$ cat src/verilog/twsl_pkg.sv
// package for the two-wire slave / software master port
// assumes an 8-bit special function register port on the core clock
package twsl_pkg;
   // register addresses
   localparam logic [7:0] ADDR_BUS_DATA = 8'h9a;
   localparam logic [7:0] ADDR_OWN_SLAVE_ADDRESS = 8'h9b;
   localparam logic [7:0] ADDR_TWO_WIRE_CONTROL = 8'he8;
   // reset values
   localparam logic [7:0] RST_BUS_DATA = 8'h00;
   localparam logic [7:0] RST_OWN_SLAVE_ADDRESS = 8'h55;
   localparam logic [7:0] RST_TWO_WIRE_CONTROL = 8'h00;
   // control field positions
   localparam int BIT_SW_MASTER_DATA_OUT = 7;
   localparam int BIT_SW_MASTER_DRIVE_ENABLE = 6;
   localparam int BIT_SW_MASTER_CLOCK_OUT = 5;
   localparam int BIT_SW_MASTER_DATA_IN = 4;
   localparam int BIT_MASTER_SELECT = 3;
   localparam int BIT_INTERFACE_RESET = 2;
   localparam int BIT_TRANSFER_DIRECTION = 1;
   localparam int BIT_BYTE_DONE = 0;
   // bits in a byte, counter width
   localparam logic [3:0] BITS_PER_BYTE = 4'h8;

   // register port request
   typedef struct packed {
      logic wr;
      logic rd;
      logic [7:0] addr;
      logic [7:0] wdata;
   } twsl_sfr_req_t;

   // slave sequencer states, one-hot
   typedef enum logic [4:0] {
      ST_IDLE = 5'b0_0001,
      ST_ADDR = 5'b0_0010,
      ST_RX = 5'b0_0100,
      ST_TX = 5'b0_1000,
      ST_ACK = 5'b1_0000
   } twsl_state_t;
endpackage : twsl_pkg

$ cat src/verilog/twsl_port.sv
// two-wire port: hardware slave plus software-driven master pins
// assumes pins are open drain, resolved outside; sfr requests on ref_clk
//
// Functional notes
// - slave transfers run in hardware, master is only software pin control.
// - pins are shared with the spi, so this port lets go of them while spi is enabled.
// - in master mode the data-out bit drives the data pin when drive enable is set.
// - in master mode drive enable makes the data pin an output when set, an input when clear.
// - in master mode the clock-out bit appears directly on the clock pin.
// - in master mode with drive enable clear, the data pin is latched into data-in on the clock rise.
// - the master select bit picks software master when set, hardware slave when clear.
// - while the interface reset bit is set the slave logic is held in reset.
// - the direction flag is set while the slave transmits, clear while it receives.
// - the byte-done flag is set after each data byte and raises an interrupt request.
// - an access to the data register clears the byte-done flag and interrupt unless a byte ends in the same cycle.
// - a data write supplies the next transmit byte, a read gives the last received one.
// - the own-address register holds the 7-bit address, resets to 55h, is writable.
`timescale 1ns/1ps
module twsl_port (
   // clock, reset, enable
   input wire logic ref_clk,
   input wire logic resetn,
   input wire logic clk_en,
   // special function register port
   input wire twsl_pkg::twsl_sfr_req_t sfr_req,
   output logic [7:0] sfr_rdata,
   // spi enable from the spi block
   input wire logic spi_enable_bit,
   // serial clock pin
   input wire logic serial_clock_pin_i,
   output logic serial_clock_pin_o,
   output logic serial_clock_pin_oe,
   // serial data pin
   input wire logic serial_data_pin_i,
   output logic serial_data_pin_o,
   output logic serial_data_pin_oe,
   // interrupt request
   output logic irq
);

   ////////////////////////////////////////////////////////////////////////////
   // pin synchronisers: first stage is read only by the second
   // the pins are asynchronous to ref_clk, so every reaction to the bus
   // lags the pin by about three core cycles; at 200 MHz this is far
   // inside a bit time, but it limits how fast an outside clock may toggle
   // both pins reset high, their released level, so no false edge follows reset
   logic scl_s1_r, scl_s2_r, sda_s1_r, sda_s2_r;
   logic scl_d_r, sda_d_r;

   always_ff @(posedge ref_clk or negedge resetn) begin
      if (!resetn) begin
         scl_s1_r <= 1'b1;
         scl_s2_r <= 1'b1;
         sda_s1_r <= 1'b1;
         sda_s2_r <= 1'b1;
         scl_d_r <= 1'b1;
         sda_d_r <= 1'b1;
      end else if (clk_en) begin
         scl_s1_r <= serial_clock_pin_i;
         scl_s2_r <= scl_s1_r;
         sda_s1_r <= serial_data_pin_i;
         sda_s2_r <= sda_s1_r;
         scl_d_r <= scl_s2_r;
         sda_d_r <= sda_s2_r;
      end
   end

   // bus events from the synchronised levels
   wire scl_rise = scl_s2_r & ~scl_d_r;
   wire scl_fall = ~scl_s2_r & scl_d_r;
   wire start_det = scl_s2_r & scl_d_r & sda_d_r & ~sda_s2_r;
   wire stop_det = scl_s2_r & scl_d_r & ~sda_d_r & sda_s2_r;

   // start and stop compare the data pin across one delayed sample while
   // the clock has stood high for two samples; data moving on the clock
   // fall never counts as either, because the clock sample drops with it

   ////////////////////////////////////////////////////////////////////////////
   // register decode
   // three registers on the special function register port; the control
   // register mixes software-owned bits with flags owned by the sequencer
   logic [7:0] ctrl_r, own_addr_r, tx_data_r, rx_data_r;
   logic byte_done_r, direction_r, sw_data_in_r;

   // address compare shared by every strobe decode
   function automatic logic addr_hit(input logic [7:0] addr, input logic [7:0] target);
      return addr == target;
   endfunction : addr_hit

   // write and read strobes per register; only the data register cares
   // about reads, because a read of it clears the byte-done flag
   wire wr_ctrl = sfr_req.wr & addr_hit(sfr_req.addr, twsl_pkg::ADDR_TWO_WIRE_CONTROL);
   wire wr_addr = sfr_req.wr & addr_hit(sfr_req.addr, twsl_pkg::ADDR_OWN_SLAVE_ADDRESS);
   wire wr_data = sfr_req.wr & addr_hit(sfr_req.addr, twsl_pkg::ADDR_BUS_DATA);
   wire rd_data = sfr_req.rd & addr_hit(sfr_req.addr, twsl_pkg::ADDR_BUS_DATA);
   wire data_access = wr_data | rd_data;

   wire master_mode = ctrl_r[twsl_pkg::BIT_MASTER_SELECT];
   wire if_reset = ctrl_r[twsl_pkg::BIT_INTERFACE_RESET];
   wire drive_en = ctrl_r[twsl_pkg::BIT_SW_MASTER_DRIVE_ENABLE];
   // slave logic runs only in slave mode, out of reset, with spi off
   wire slave_hold = master_mode | if_reset | spi_enable_bit;
   // a master-mode or spi period also parks the slave, so it never wakes
   // mid-frame on traffic that it did not see from the start

   // control register view with hardware-owned bits merged
   wire [7:0] ctrl_view = {ctrl_r[7:5], sw_data_in_r, ctrl_r[3:2], direction_r, byte_done_r};

   // bits 4, 1 and 0 belong to the hardware; software sees them here but
   // its writes to bits 4 and 1 land in ctrl_r only and are never shown
   // read mux: unmapped addresses read zero
   always_comb begin
      case (sfr_req.addr)
         twsl_pkg::ADDR_TWO_WIRE_CONTROL: sfr_rdata = ctrl_view;
         twsl_pkg::ADDR_OWN_SLAVE_ADDRESS: sfr_rdata = own_addr_r;
         twsl_pkg::ADDR_BUS_DATA: sfr_rdata = rx_data_r;
         default: sfr_rdata = 8'h00;
      endcase
   end

   // software-owned registers
   // writes take effect on the edge that takes the strobe
   always_ff @(posedge ref_clk or negedge resetn) begin
      if (!resetn) begin
         ctrl_r <= twsl_pkg::RST_TWO_WIRE_CONTROL;
         own_addr_r <= twsl_pkg::RST_OWN_SLAVE_ADDRESS;
         tx_data_r <= twsl_pkg::RST_BUS_DATA;
      end else if (clk_en) begin
         if (wr_ctrl) begin
            ctrl_r <= sfr_req.wdata;
         end
         if (wr_addr) begin
            own_addr_r <= sfr_req.wdata;
         end
         if (wr_data) begin
            tx_data_r <= sfr_req.wdata;
         end
      end
   end

   ////////////////////////////////////////////////////////////////////////////
   // software master data-in: sampled on the clock rise when not driving
   // the latch keeps its value across mode changes, so software should
   // read it only after the clock rise it asked for
   always_ff @(posedge ref_clk or negedge resetn) begin
      if (!resetn) begin
         sw_data_in_r <= 1'b0;
      end else if (clk_en && master_mode && !drive_en && scl_rise) begin
         sw_data_in_r <= sda_s2_r;
      end
   end

   ////////////////////////////////////////////////////////////////////////////
   // hardware slave sequencer, software master has pin bits only
   // idle waits for a start; addr shifts the address and read/write bit;
   // rx and tx move one data byte; ack covers the ninth clock in both
   // directions and returns to the state kept in ret_r
   // states are one-hot, a stray code falls back to idle
   twsl_pkg::twsl_state_t state_r, ret_r;
   logic [7:0] shift_r;
   logic [3:0] bit_cnt_r;
   logic ack_drive_r, sda_slave_r, ack_phase_r;

   // address byte matches own 7-bit address
   wire addr_match = (shift_r[7:1] == own_addr_r[6:0]);

   // bit counter has seen a whole byte
   wire byte_full = (bit_cnt_r == twsl_pkg::BITS_PER_BYTE);

   // slave hold, stop and start outrank the state decode, so a cut frame
   // or a repeated start always lands the sequencer in a known state
   // without help from software
   always_ff @(posedge ref_clk or negedge resetn) begin
      if (!resetn) begin
         state_r <= twsl_pkg::ST_IDLE;
         ret_r <= twsl_pkg::ST_IDLE;
         shift_r <= 8'h00;
         bit_cnt_r <= 4'h0;
         sda_slave_r <= 1'b0;
         ack_drive_r <= 1'b0;
         ack_phase_r <= 1'b0;
         direction_r <= 1'b0;
         byte_done_r <= 1'b0;
         rx_data_r <= twsl_pkg::RST_BUS_DATA;
      end else if (clk_en) begin
         // byte-done: an event in the same cycle as an access wins
         // a control write sets or clears the flag directly, and a set
         // from the sequencer below still wins over that write
         if (data_access) byte_done_r <= 1'b0;
         if (wr_ctrl) byte_done_r <= sfr_req.wdata[twsl_pkg::BIT_BYTE_DONE];
         if (slave_hold) begin
            state_r <= twsl_pkg::ST_IDLE;
            sda_slave_r <= 1'b0;
            ack_drive_r <= 1'b0;
            direction_r <= 1'b0;
         end else if (stop_det) begin
            state_r <= twsl_pkg::ST_IDLE;
            sda_slave_r <= 1'b0;
            ack_drive_r <= 1'b0;
         end else if (start_det) begin
            state_r <= twsl_pkg::ST_ADDR;
            bit_cnt_r <= 4'h0;
            sda_slave_r <= 1'b0;
            ack_drive_r <= 1'b0;
         end else begin
            case (state_r)
               twsl_pkg::ST_IDLE: begin
                  ack_drive_r <= 1'b0;
               end
               twsl_pkg::ST_ADDR, twsl_pkg::ST_RX: begin
                  if (scl_rise) begin
                     shift_r <= {shift_r[6:0], sda_s2_r};
                     bit_cnt_r <= bit_cnt_r + 4'h1;
                  end else if (scl_fall && byte_full) begin
                     bit_cnt_r <= 4'h0;
                     if (state_r == twsl_pkg::ST_ADDR) begin
                        if (addr_match) begin
                           ack_drive_r <= 1'b1;
                           direction_r <= shift_r[0];
                           ret_r <= shift_r[0] ? twsl_pkg::ST_TX : twsl_pkg::ST_RX;
                           state_r <= twsl_pkg::ST_ACK;
                        end else begin
                           state_r <= twsl_pkg::ST_IDLE;
                        end
                     end else begin
                        rx_data_r <= shift_r;
                        byte_done_r <= 1'b1;
                        ack_drive_r <= 1'b1;
                        ret_r <= twsl_pkg::ST_RX;
                        state_r <= twsl_pkg::ST_ACK;
                     end
                     ack_phase_r <= 1'b0;
                  end
               end
               twsl_pkg::ST_TX: begin
                  // data changes on the clock fall, bit 8 is master ack
                  // a byte counted from zero reloads from the data register,
                  // so a write just before that fall still reaches the bus
                  if (scl_fall) begin
                     if (byte_full) begin
                        ack_drive_r <= 1'b0;
                        bit_cnt_r <= 4'h0;
                        byte_done_r <= 1'b1;
                        ret_r <= twsl_pkg::ST_TX;
                        state_r <= twsl_pkg::ST_ACK;
                        ack_phase_r <= 1'b0;
                     end else begin
                        if (bit_cnt_r == 4'h0) shift_r <= {tx_data_r[6:0], 1'b0};
                        else shift_r <= {shift_r[6:0], 1'b0};
                        sda_slave_r <= (bit_cnt_r == 4'h0) ? tx_data_r[7] : shift_r[7];
                        ack_drive_r <= 1'b1;
                        bit_cnt_r <= bit_cnt_r + 4'h1;
                     end
                  end
               end
               twsl_pkg::ST_ACK: begin
                  // in tx, the master's ack bit is sampled here; nack ends
                  if (scl_rise) begin
                     ack_phase_r <= 1'b1;
                     if (ret_r == twsl_pkg::ST_TX && direction_r && !ack_drive_r && sda_s2_r)
                        ret_r <= twsl_pkg::ST_IDLE;
                  end else if (scl_fall && ack_phase_r) begin
                     if (ret_r == twsl_pkg::ST_TX) begin
                        sda_slave_r <= tx_data_r[7];
                        shift_r <= {tx_data_r[6:0], 1'b0};
                        bit_cnt_r <= 4'h1;
                        ack_drive_r <= 1'b1;
                     end else begin
                        ack_drive_r <= 1'b0;
                        sda_slave_r <= 1'b0;
                     end
                     state_r <= ret_r;
                  end
               end
               default: state_r <= twsl_pkg::ST_IDLE;
            endcase
         end
      end
   end

   ////////////////////////////////////////////////////////////////////////////
   // pin drive: open drain style, slave pulls low only; spi owns pins when on
   // the slave only ever pulls data low, so a one is sent by letting go;
   // master data out is not forced to open drain, which lets software use
   // the pins as plain outputs when neither serial mode is wanted;
   // the outside pull-ups must hold the wires high while nobody drives
   wire ms_drive_sda = master_mode & drive_en & ~spi_enable_bit;
   wire sl_drive_sda = ~slave_hold & ack_drive_r & ~sda_slave_r;
   assign serial_data_pin_o = master_mode ? ctrl_r[twsl_pkg::BIT_SW_MASTER_DATA_OUT] : 1'b0;
   assign serial_data_pin_oe = ms_drive_sda | sl_drive_sda;
   assign serial_clock_pin_o = ctrl_r[twsl_pkg::BIT_SW_MASTER_CLOCK_OUT];
   assign serial_clock_pin_oe = master_mode & ~spi_enable_bit;
   // the interrupt request is the flag itself, so it clears with the flag
   assign irq = byte_done_r;

endmodule : twsl_port

$ cat config.mk
export PLATFORM = sky130hd
export DESIGN_NAME = twsl_port
export DESIGN_NICKNAME = d
export VERILOG_FILES = /design/src/verilog/twsl_pkg.sv /design/src/verilog/twsl_port.sv
export SDC_FILE = /design/constraint.sdc
export NUM_CORES = 1
export LEC_CHECK = 0
export BUFFER_PORTS_ARGS = -buffer_cell sky130_fd_sc_hd__buf_2
export CORE_UTILIZATION = 55
export DETAILED_ROUTE_END_ITERATION = 16
export PLACE_DENSITY = 0.83
export SYNTH_ARGS = -nofsm -noshare
export SYNTH_HDL_FRONTEND = slang
export SYNTH_SLANG_ARGS = --single-unit
$ cat constraint.sdc
create_clock -name ref_clk -period 2.7 [get_ports ref_clk]
set_input_delay 0.135 -clock ref_clk [delete_from_list [all_inputs] [get_ports ref_clk]]
set_output_delay 0.135 -clock ref_clk [all_outputs]
set_load 0.01 [all_outputs]
== After elaboration in Yosys (flattened, before gate mapping) ==
Cells that the tools add are included.
W data, S select, Z words.

* Flip-flop bits (word level): 66
* Input bits: 24
* Output and inout port bits: 13
* Word-level logic and storage cells: 213

* Add/subtract/negate cells: 1
* Equal/unequal tests: 40
* Multiplexer cells: 89
* Bitwise gates (word level): 31
* Reduce and logical (&&, ||, !) cells: 32

{| class="wikitable"
|+ Operator list
! operator !! number
|-
| $mux W5 || 19
|-
| $mux W8 || 7
|-
| $pmux W8 S3 || 2
|-
| $mux W1 || 45
|-
| $mux W4 || 9
|-
| $ne A5 B5 Y1 const B || 7
|-
| $reduce_and A8 Y1 || 4
|-
| $eq A8 B8 Y1 const B || 3
|-
| $ne A2 B2 Y1 const B || 11
|-
| $pmux W5 S4 || 1
|-
| $and A1 B1 Y1 || 16
|-
| $ne A3 B3 Y1 const B || 5
|-
| $pmux W5 S3 || 1
|-
| $pmux W4 S3 || 1
|-
| $reduce_and A12 Y1 || 1
|-
| $not A1 Y1 || 11
|-
| $reduce_and A11 Y1 || 1
|-
| $eq A5 B4 Y1 const B || 2
|-
| $reduce_and A10 Y1 || 1
|-
| $reduce_and A9 Y1 || 1
|-
| $logic_and A1 B1 Y1 || 8
|-
| $ne A4 B4 Y1 const B || 2
|-
| $reduce_bool A2 Y1 || 4
|-
| $eq A7 B7 Y1 || 1
|-
| other kinds (21) || 30
|}

== Depth between registers and ports, before layout ==
* Depth after elaboration: 12
* Depth in mapped cells: 8

== Worst setup path before layout ==
OpenSTA, ideal clock, no wires.

* Kind: register to register
* Start point: reg state_r[3]
* End point: reg shift_r[1]
* Setup time: 0.125 ns
* Data arrival time: 1.951 ns
* Required time: 2.575 ns
* Setup slack: 0.624 ns
* Stages on the path, launching flop included: 9
* Path buffers: 3
* Cells stage by stage: dfrtp_1 > buf_4 > nor3_4 > and2_1 > clkbuf_1 > a21o_1 > buf_2 > mux2_2 > mux2_2

* Longest elaborated chain between the ends: 4

{| class="wikitable"
|+ Ends and longest elaborated chain
! element !! line !! source
|-
| start: declaration || twsl_port.sv:159 || <nowiki>twsl_pkg::twsl_state_t state_r, ret_r;</nowiki>
|-
| start signal: assignment || twsl_port.sv:175 || <nowiki>state_r <= twsl_pkg::ST_IDLE;</nowiki>
|-
| start signal: assignment || twsl_port.sv:192 || <nowiki>state_r <= twsl_pkg::ST_IDLE;</nowiki>
|-
| start signal: assignment || twsl_port.sv:197 || <nowiki>state_r <= twsl_pkg::ST_IDLE;</nowiki>
|-
| $eq A5 B2 Y1 / $eq A5 B3 Y1 (equally long branches) || twsl_port.sv:206 || <nowiki>case (state_r)</nowiki>
|-
| $reduce_or A2 Y1 || twsl_port.sv:206 ||
|-
| $ne A2 B2 Y1 (no source line) / $reduce_bool A3 Y1 (equally long branches) || -- ||
|-
| $reduce_and A11 Y1 (no source line) || -- ||
|-
| end signal: assignment || twsl_port.sv:212 || <nowiki>shift_r <= {shift_r[6:0], sda_s2_r};</nowiki>
|-
| end signal: assignment || twsl_port.sv:248 || <nowiki>if (bit_cnt_r == 4'h0) shift_r <= {tx_data_r[6:0], 1'b0};</nowiki>
|-
| end signal: assignment || twsl_port.sv:249 || <nowiki>else shift_r <= {shift_r[6:0], 1'b0};</nowiki>
|-
| end: declaration || twsl_port.sv:160 || <nowiki>logic [7:0] shift_r;</nowiki>
|}

Several ways; a longest one is shown, not always the timed one.
A chain may end at the register's enable or synchronous reset.

== Final worst setup path ==
* Start point: reg state_r[1]
* End point: reg state_r[1]

* Longest elaborated chain between the ends: 8

{| class="wikitable"
|+ Ends and longest elaborated chain
! element !! line !! source
|-
| $eq A5 B2 Y1 || twsl_port.sv:206, twsl_port.sv:216 ||
|-
| $mux W5 || twsl_port.sv:216 || <nowiki>if (state_r == twsl_pkg::ST_ADDR) begin</nowiki>
|-
| $mux W5 || twsl_port.sv:214 || <nowiki>end else if (scl_fall && byte_full) begin</nowiki>
|-
| $mux W5 || twsl_port.sv:211 || <nowiki>if (scl_rise) begin</nowiki>
|-
| $pmux W5 S4 || twsl_port.sv:206 ||
|-
| $mux W5 || twsl_port.sv:200 || <nowiki>end else if (start_det) begin</nowiki>
|-
| $mux W5 || twsl_port.sv:196 || <nowiki>end else if (stop_det) begin</nowiki>
|-
| $mux W5 || twsl_port.sv:191 || <nowiki>if (slave_hold) begin</nowiki>
|}

Several ways; a longest one is shown, not always the timed one. The select of a mux whose other input is x is not followed.

==> summary.md <==
| Metric | Value |
|---|---|
| Status | complete, no violations |
| Final Skew | 15.4 ps |
| CP max stage delay | around 640 ps |
| Num CTS Buffers | 9 |
| # placed instances | 432 |
| Global-route wire length before repair | 14.5 mm |
| Register area | 0.00154 mm^2 |
| TNS Setup | 0 ps |
| Post-synth EDFFs | 0 |
| Required time worst endpoint | between 2000 and 3000 ps |
| Routability-driven placement congestion ratio | 0.995 |
| Final wirelength | 9.24 mm |
| Initial antenna violation count | 0 |
| CP Launch Point | state_r[1] |
| Initial core utilization | 0.566 |
| Leak | 1.92 nW |
| Worst path arrival time | 2650 ps |
| Max-Cap Viols | 0 |
| Worst-case clock buffer depth | 2 |
| Top delay family on crit path | compound AO/OA/AOI/OAI gates |
| Vias | a little under 3000 |
| Critical R2R Launch | state_r[1] |
| Layout Nets | between 300 and 400 |
| CTS tree | done |
| H-tree lvl count | 3 |
| Total GRT Usage | 0.297 |
| Count leader, synth | mux2_2 |
| Antenna-violating nets left | 0 |
| # IOs | 37 |
| DRT Pass-1 Iters | 7 |
| Max Clock Freq | slightly above 400 MHz |
| Fraction of layout cells with a size suffix above 1 | 0.392 |
| Final HPWL DP | 6.59 mm |
| DRC viols | 0 |
| Syn Inst Count | 323 |
| Min-delay worst type | primary input to flip-flop |
| Antenna cells | 0 |
| Worst path buffer plus inverter count | 0 |
| Final period util | 0.897 |
| Crit path capture type | flip-flop |
| Post-CTS Setup Bufs | 0 |
| DR WL/cell | approximately 20 um |
| Clk_lat worst skew | 360 ps |
| Core Region | around 0.0063 mm^2 |
| Synthesized area per cell | approximately 11 um^2 |
| Multi-input logic area | 0.00189 mm^2 |
| Rel. slew slack | 0.539 |
| Sequential fraction of the synthesis area | 0.431 |
| Seq cells post-synth | 61 |
| Fin. Hold Viols | 0 |
| Slew @ Worst Pin | around 700 ps |
| Area Overhead vs Synth | 14.7% |
| Number of port buffers | 36 |
| FILL cells | approximately 480 |
| Library cells used by synthesis | 65 |
| Reg clk slew, reported paths | 80 ps |
| Synth area leaders | dfrtp_1, mux2_2, dfstp_2, a222oi_1, inv_1 |
| Critical path class | flip-flop to flip-flop |
| Die H | 82.6 um |
| DIE AREA | 0.00682 mm^2 |
| Hold Crit Start | sfr_req[1] |
| # setup viols final | 0 |
| FP Rows | 29 |
| Post-synth top cells | mux2_2, dfrtp_1, inv_1 |
| YS warnings | 0 |
| Crit path time final | 2420 ps |
| Post-Syn Nets | about 350 |
| Top FF cell, synth | dfrtp_1 |
| Largest net degree at the start of global routing | 45 |
| DR iter-0 viols | 318 |
| Yosys top cell area share | 0.343 |
| Startpoint types | flip-flop |
| Worst IR drop on VDD | 0.451 mV |
| CP max-delay cell | o31ai_1 |
| Final Instance Count excl. Fillers | 449 |
| Mapped cell area | 0.00357 mm^2 |
| Final Max Slew Viols | 0 |
| CP Max Fanout | 11 |
| CTS Sinks | a little over 60 |
| Clk root buf | clkbuf_8 |
| Via density | roughly 6.6 |
| Die X | 82.6 um |
| GR Overflow Total | 0 |
| Unrepaired setup endpoints after global routing | false |
| Pwr/cell area | 585 mW/mm^2 |
| Vias in the first global route | 2779 |
| Leading area contributor after synthesis | dfrtp_1 |
| Async SR Flop Fraction | 1.00 |
| Worst-path cell chain | nor3_4 -> nand2_2 -> o31ai_1 -> a21oi_2 -> mux2_2 |
==> power breakdown <==
part / switching (mW) / internal [mW] / total (mW)
Clock: 0.400 / 0.619 / 1.02
Combinational: 0.196 / 0.135 / 0.332
Sequential: 0.0683 / 0.978 / 1.05
Total: 0.664 / 1.73 / 2.40
==> stage by stage <==
| step | util | total power [mW] | cell area, um^2 | setup WS [ps] | hold slack [ps] |
|---|---|---|---|---|---|
| floorplan | - | 1.26 | 3570 | 624 | -161 |
| global placement | 0.609 | 1.37 | 3840 | 382 | 82.0 |
| detailed placement | 0.609 | 1.38 | 3840 | 293 | 88.2 |
| CTS | 0.649 | 2.39 | 4100 | 273 | 23.5 |
| global route | 0.649 | 2.47 | 4100 | 172 | 13.0 |
| finish | 0.649 | 2.40 | 4100 | 278 | 20.5 |
==> flip-flops by register name, summed over array words and instances (netlist names) <==
| register | count |
|---|---|
| rx_data_r | 8 |
| scl_s1_r | 1 |
| sda_s2_r | 1 |
| sda_slave_r | 1 |
| state_r | 5 |
| bit_cnt_r | 4 |
| scl_s2_r | 1 |
| own_addr_r | 8 |
| direction_r | 1 |
| ack_phase_r | 1 |
| irq | 1 |
| tx_data_r | 8 |
| sda_d_r | 1 |
| ack_drive_r | 1 |
| shift_r | 8 |
| ret_r | 3 |
| ctrl_r | 5 |
| sw_data_in_r | 1 |
| sda_s1_r | 1 |
| scl_d_r | 1 |
==> per-layer routing <==
layer	routed length (um)	track usage
met5	0	0
met4	361	0.148
met3	721	0.0681
met2	4470	0.483
met1	3690	0.371
==> placed cells by master (no fill, tap or decap), types with 9 or more instances in the layout <==
cell      instances
mux2_2           54
dfrtp_1          49
inv_1            21
clkbuf_8          9
nand2_1          13
dfstp_2          12
xnor2_1           9
buf_2            36
nor2_1           12
nand3_1          14
==> area by class of cell <==
cell class | instances | share of cell area
multi-input cells | 229 | 0.460
flip-flops and latches | 61 | 0.376
repair buffers | 45 | 0.0611
clock buffers | 9 | 0.0302
clock inverters | 7 | 0.0299
well taps | 77 | 0.0235
inverters | 21 | 0.0192
==> path summary, 6_finish.rpt <==
path                       slack, ps             to  cells past startpoint
setup / recovery                 280     state_r[1]                      5
hold / removal                    20  own_addr_r[1]                      2
setup reg to reg                 280     state_r[1]                      5
hold reg to reg                  500   tx_data_r[0]                      2
max in group asynchronous       1550  own_addr_r[6]                      3
min in group asynchronous        240   bit_cnt_r[3]                      2
==> worst register-to-register path: stages (launching register included) <==
cell     delay, ps
dfrtp_1        540
nor3_4         420
nand2_2        210
o31ai_1        650
a21oi_2        170
mux2_2         320
==> repair_timing <==
item,4_1_cts,5_1_grt
hold buffers,1,0
hold endpoints to repair,10,0
resized for setup,0,0
==> cells by family (layout without fill, tap and decap cells) <==
group           count (synthesis)  after routing  synth area share
compound gates                 54             54             0.119
buf+inv                        33             82            0.0410
fa+ha+maj                       2              2           0.00700
simple gates                  101            101             0.186
xor+xnor                       12             12            0.0294
mux                            60             60             0.187
flops                          61             61             0.431
Power figures use the tool's default switching activity.
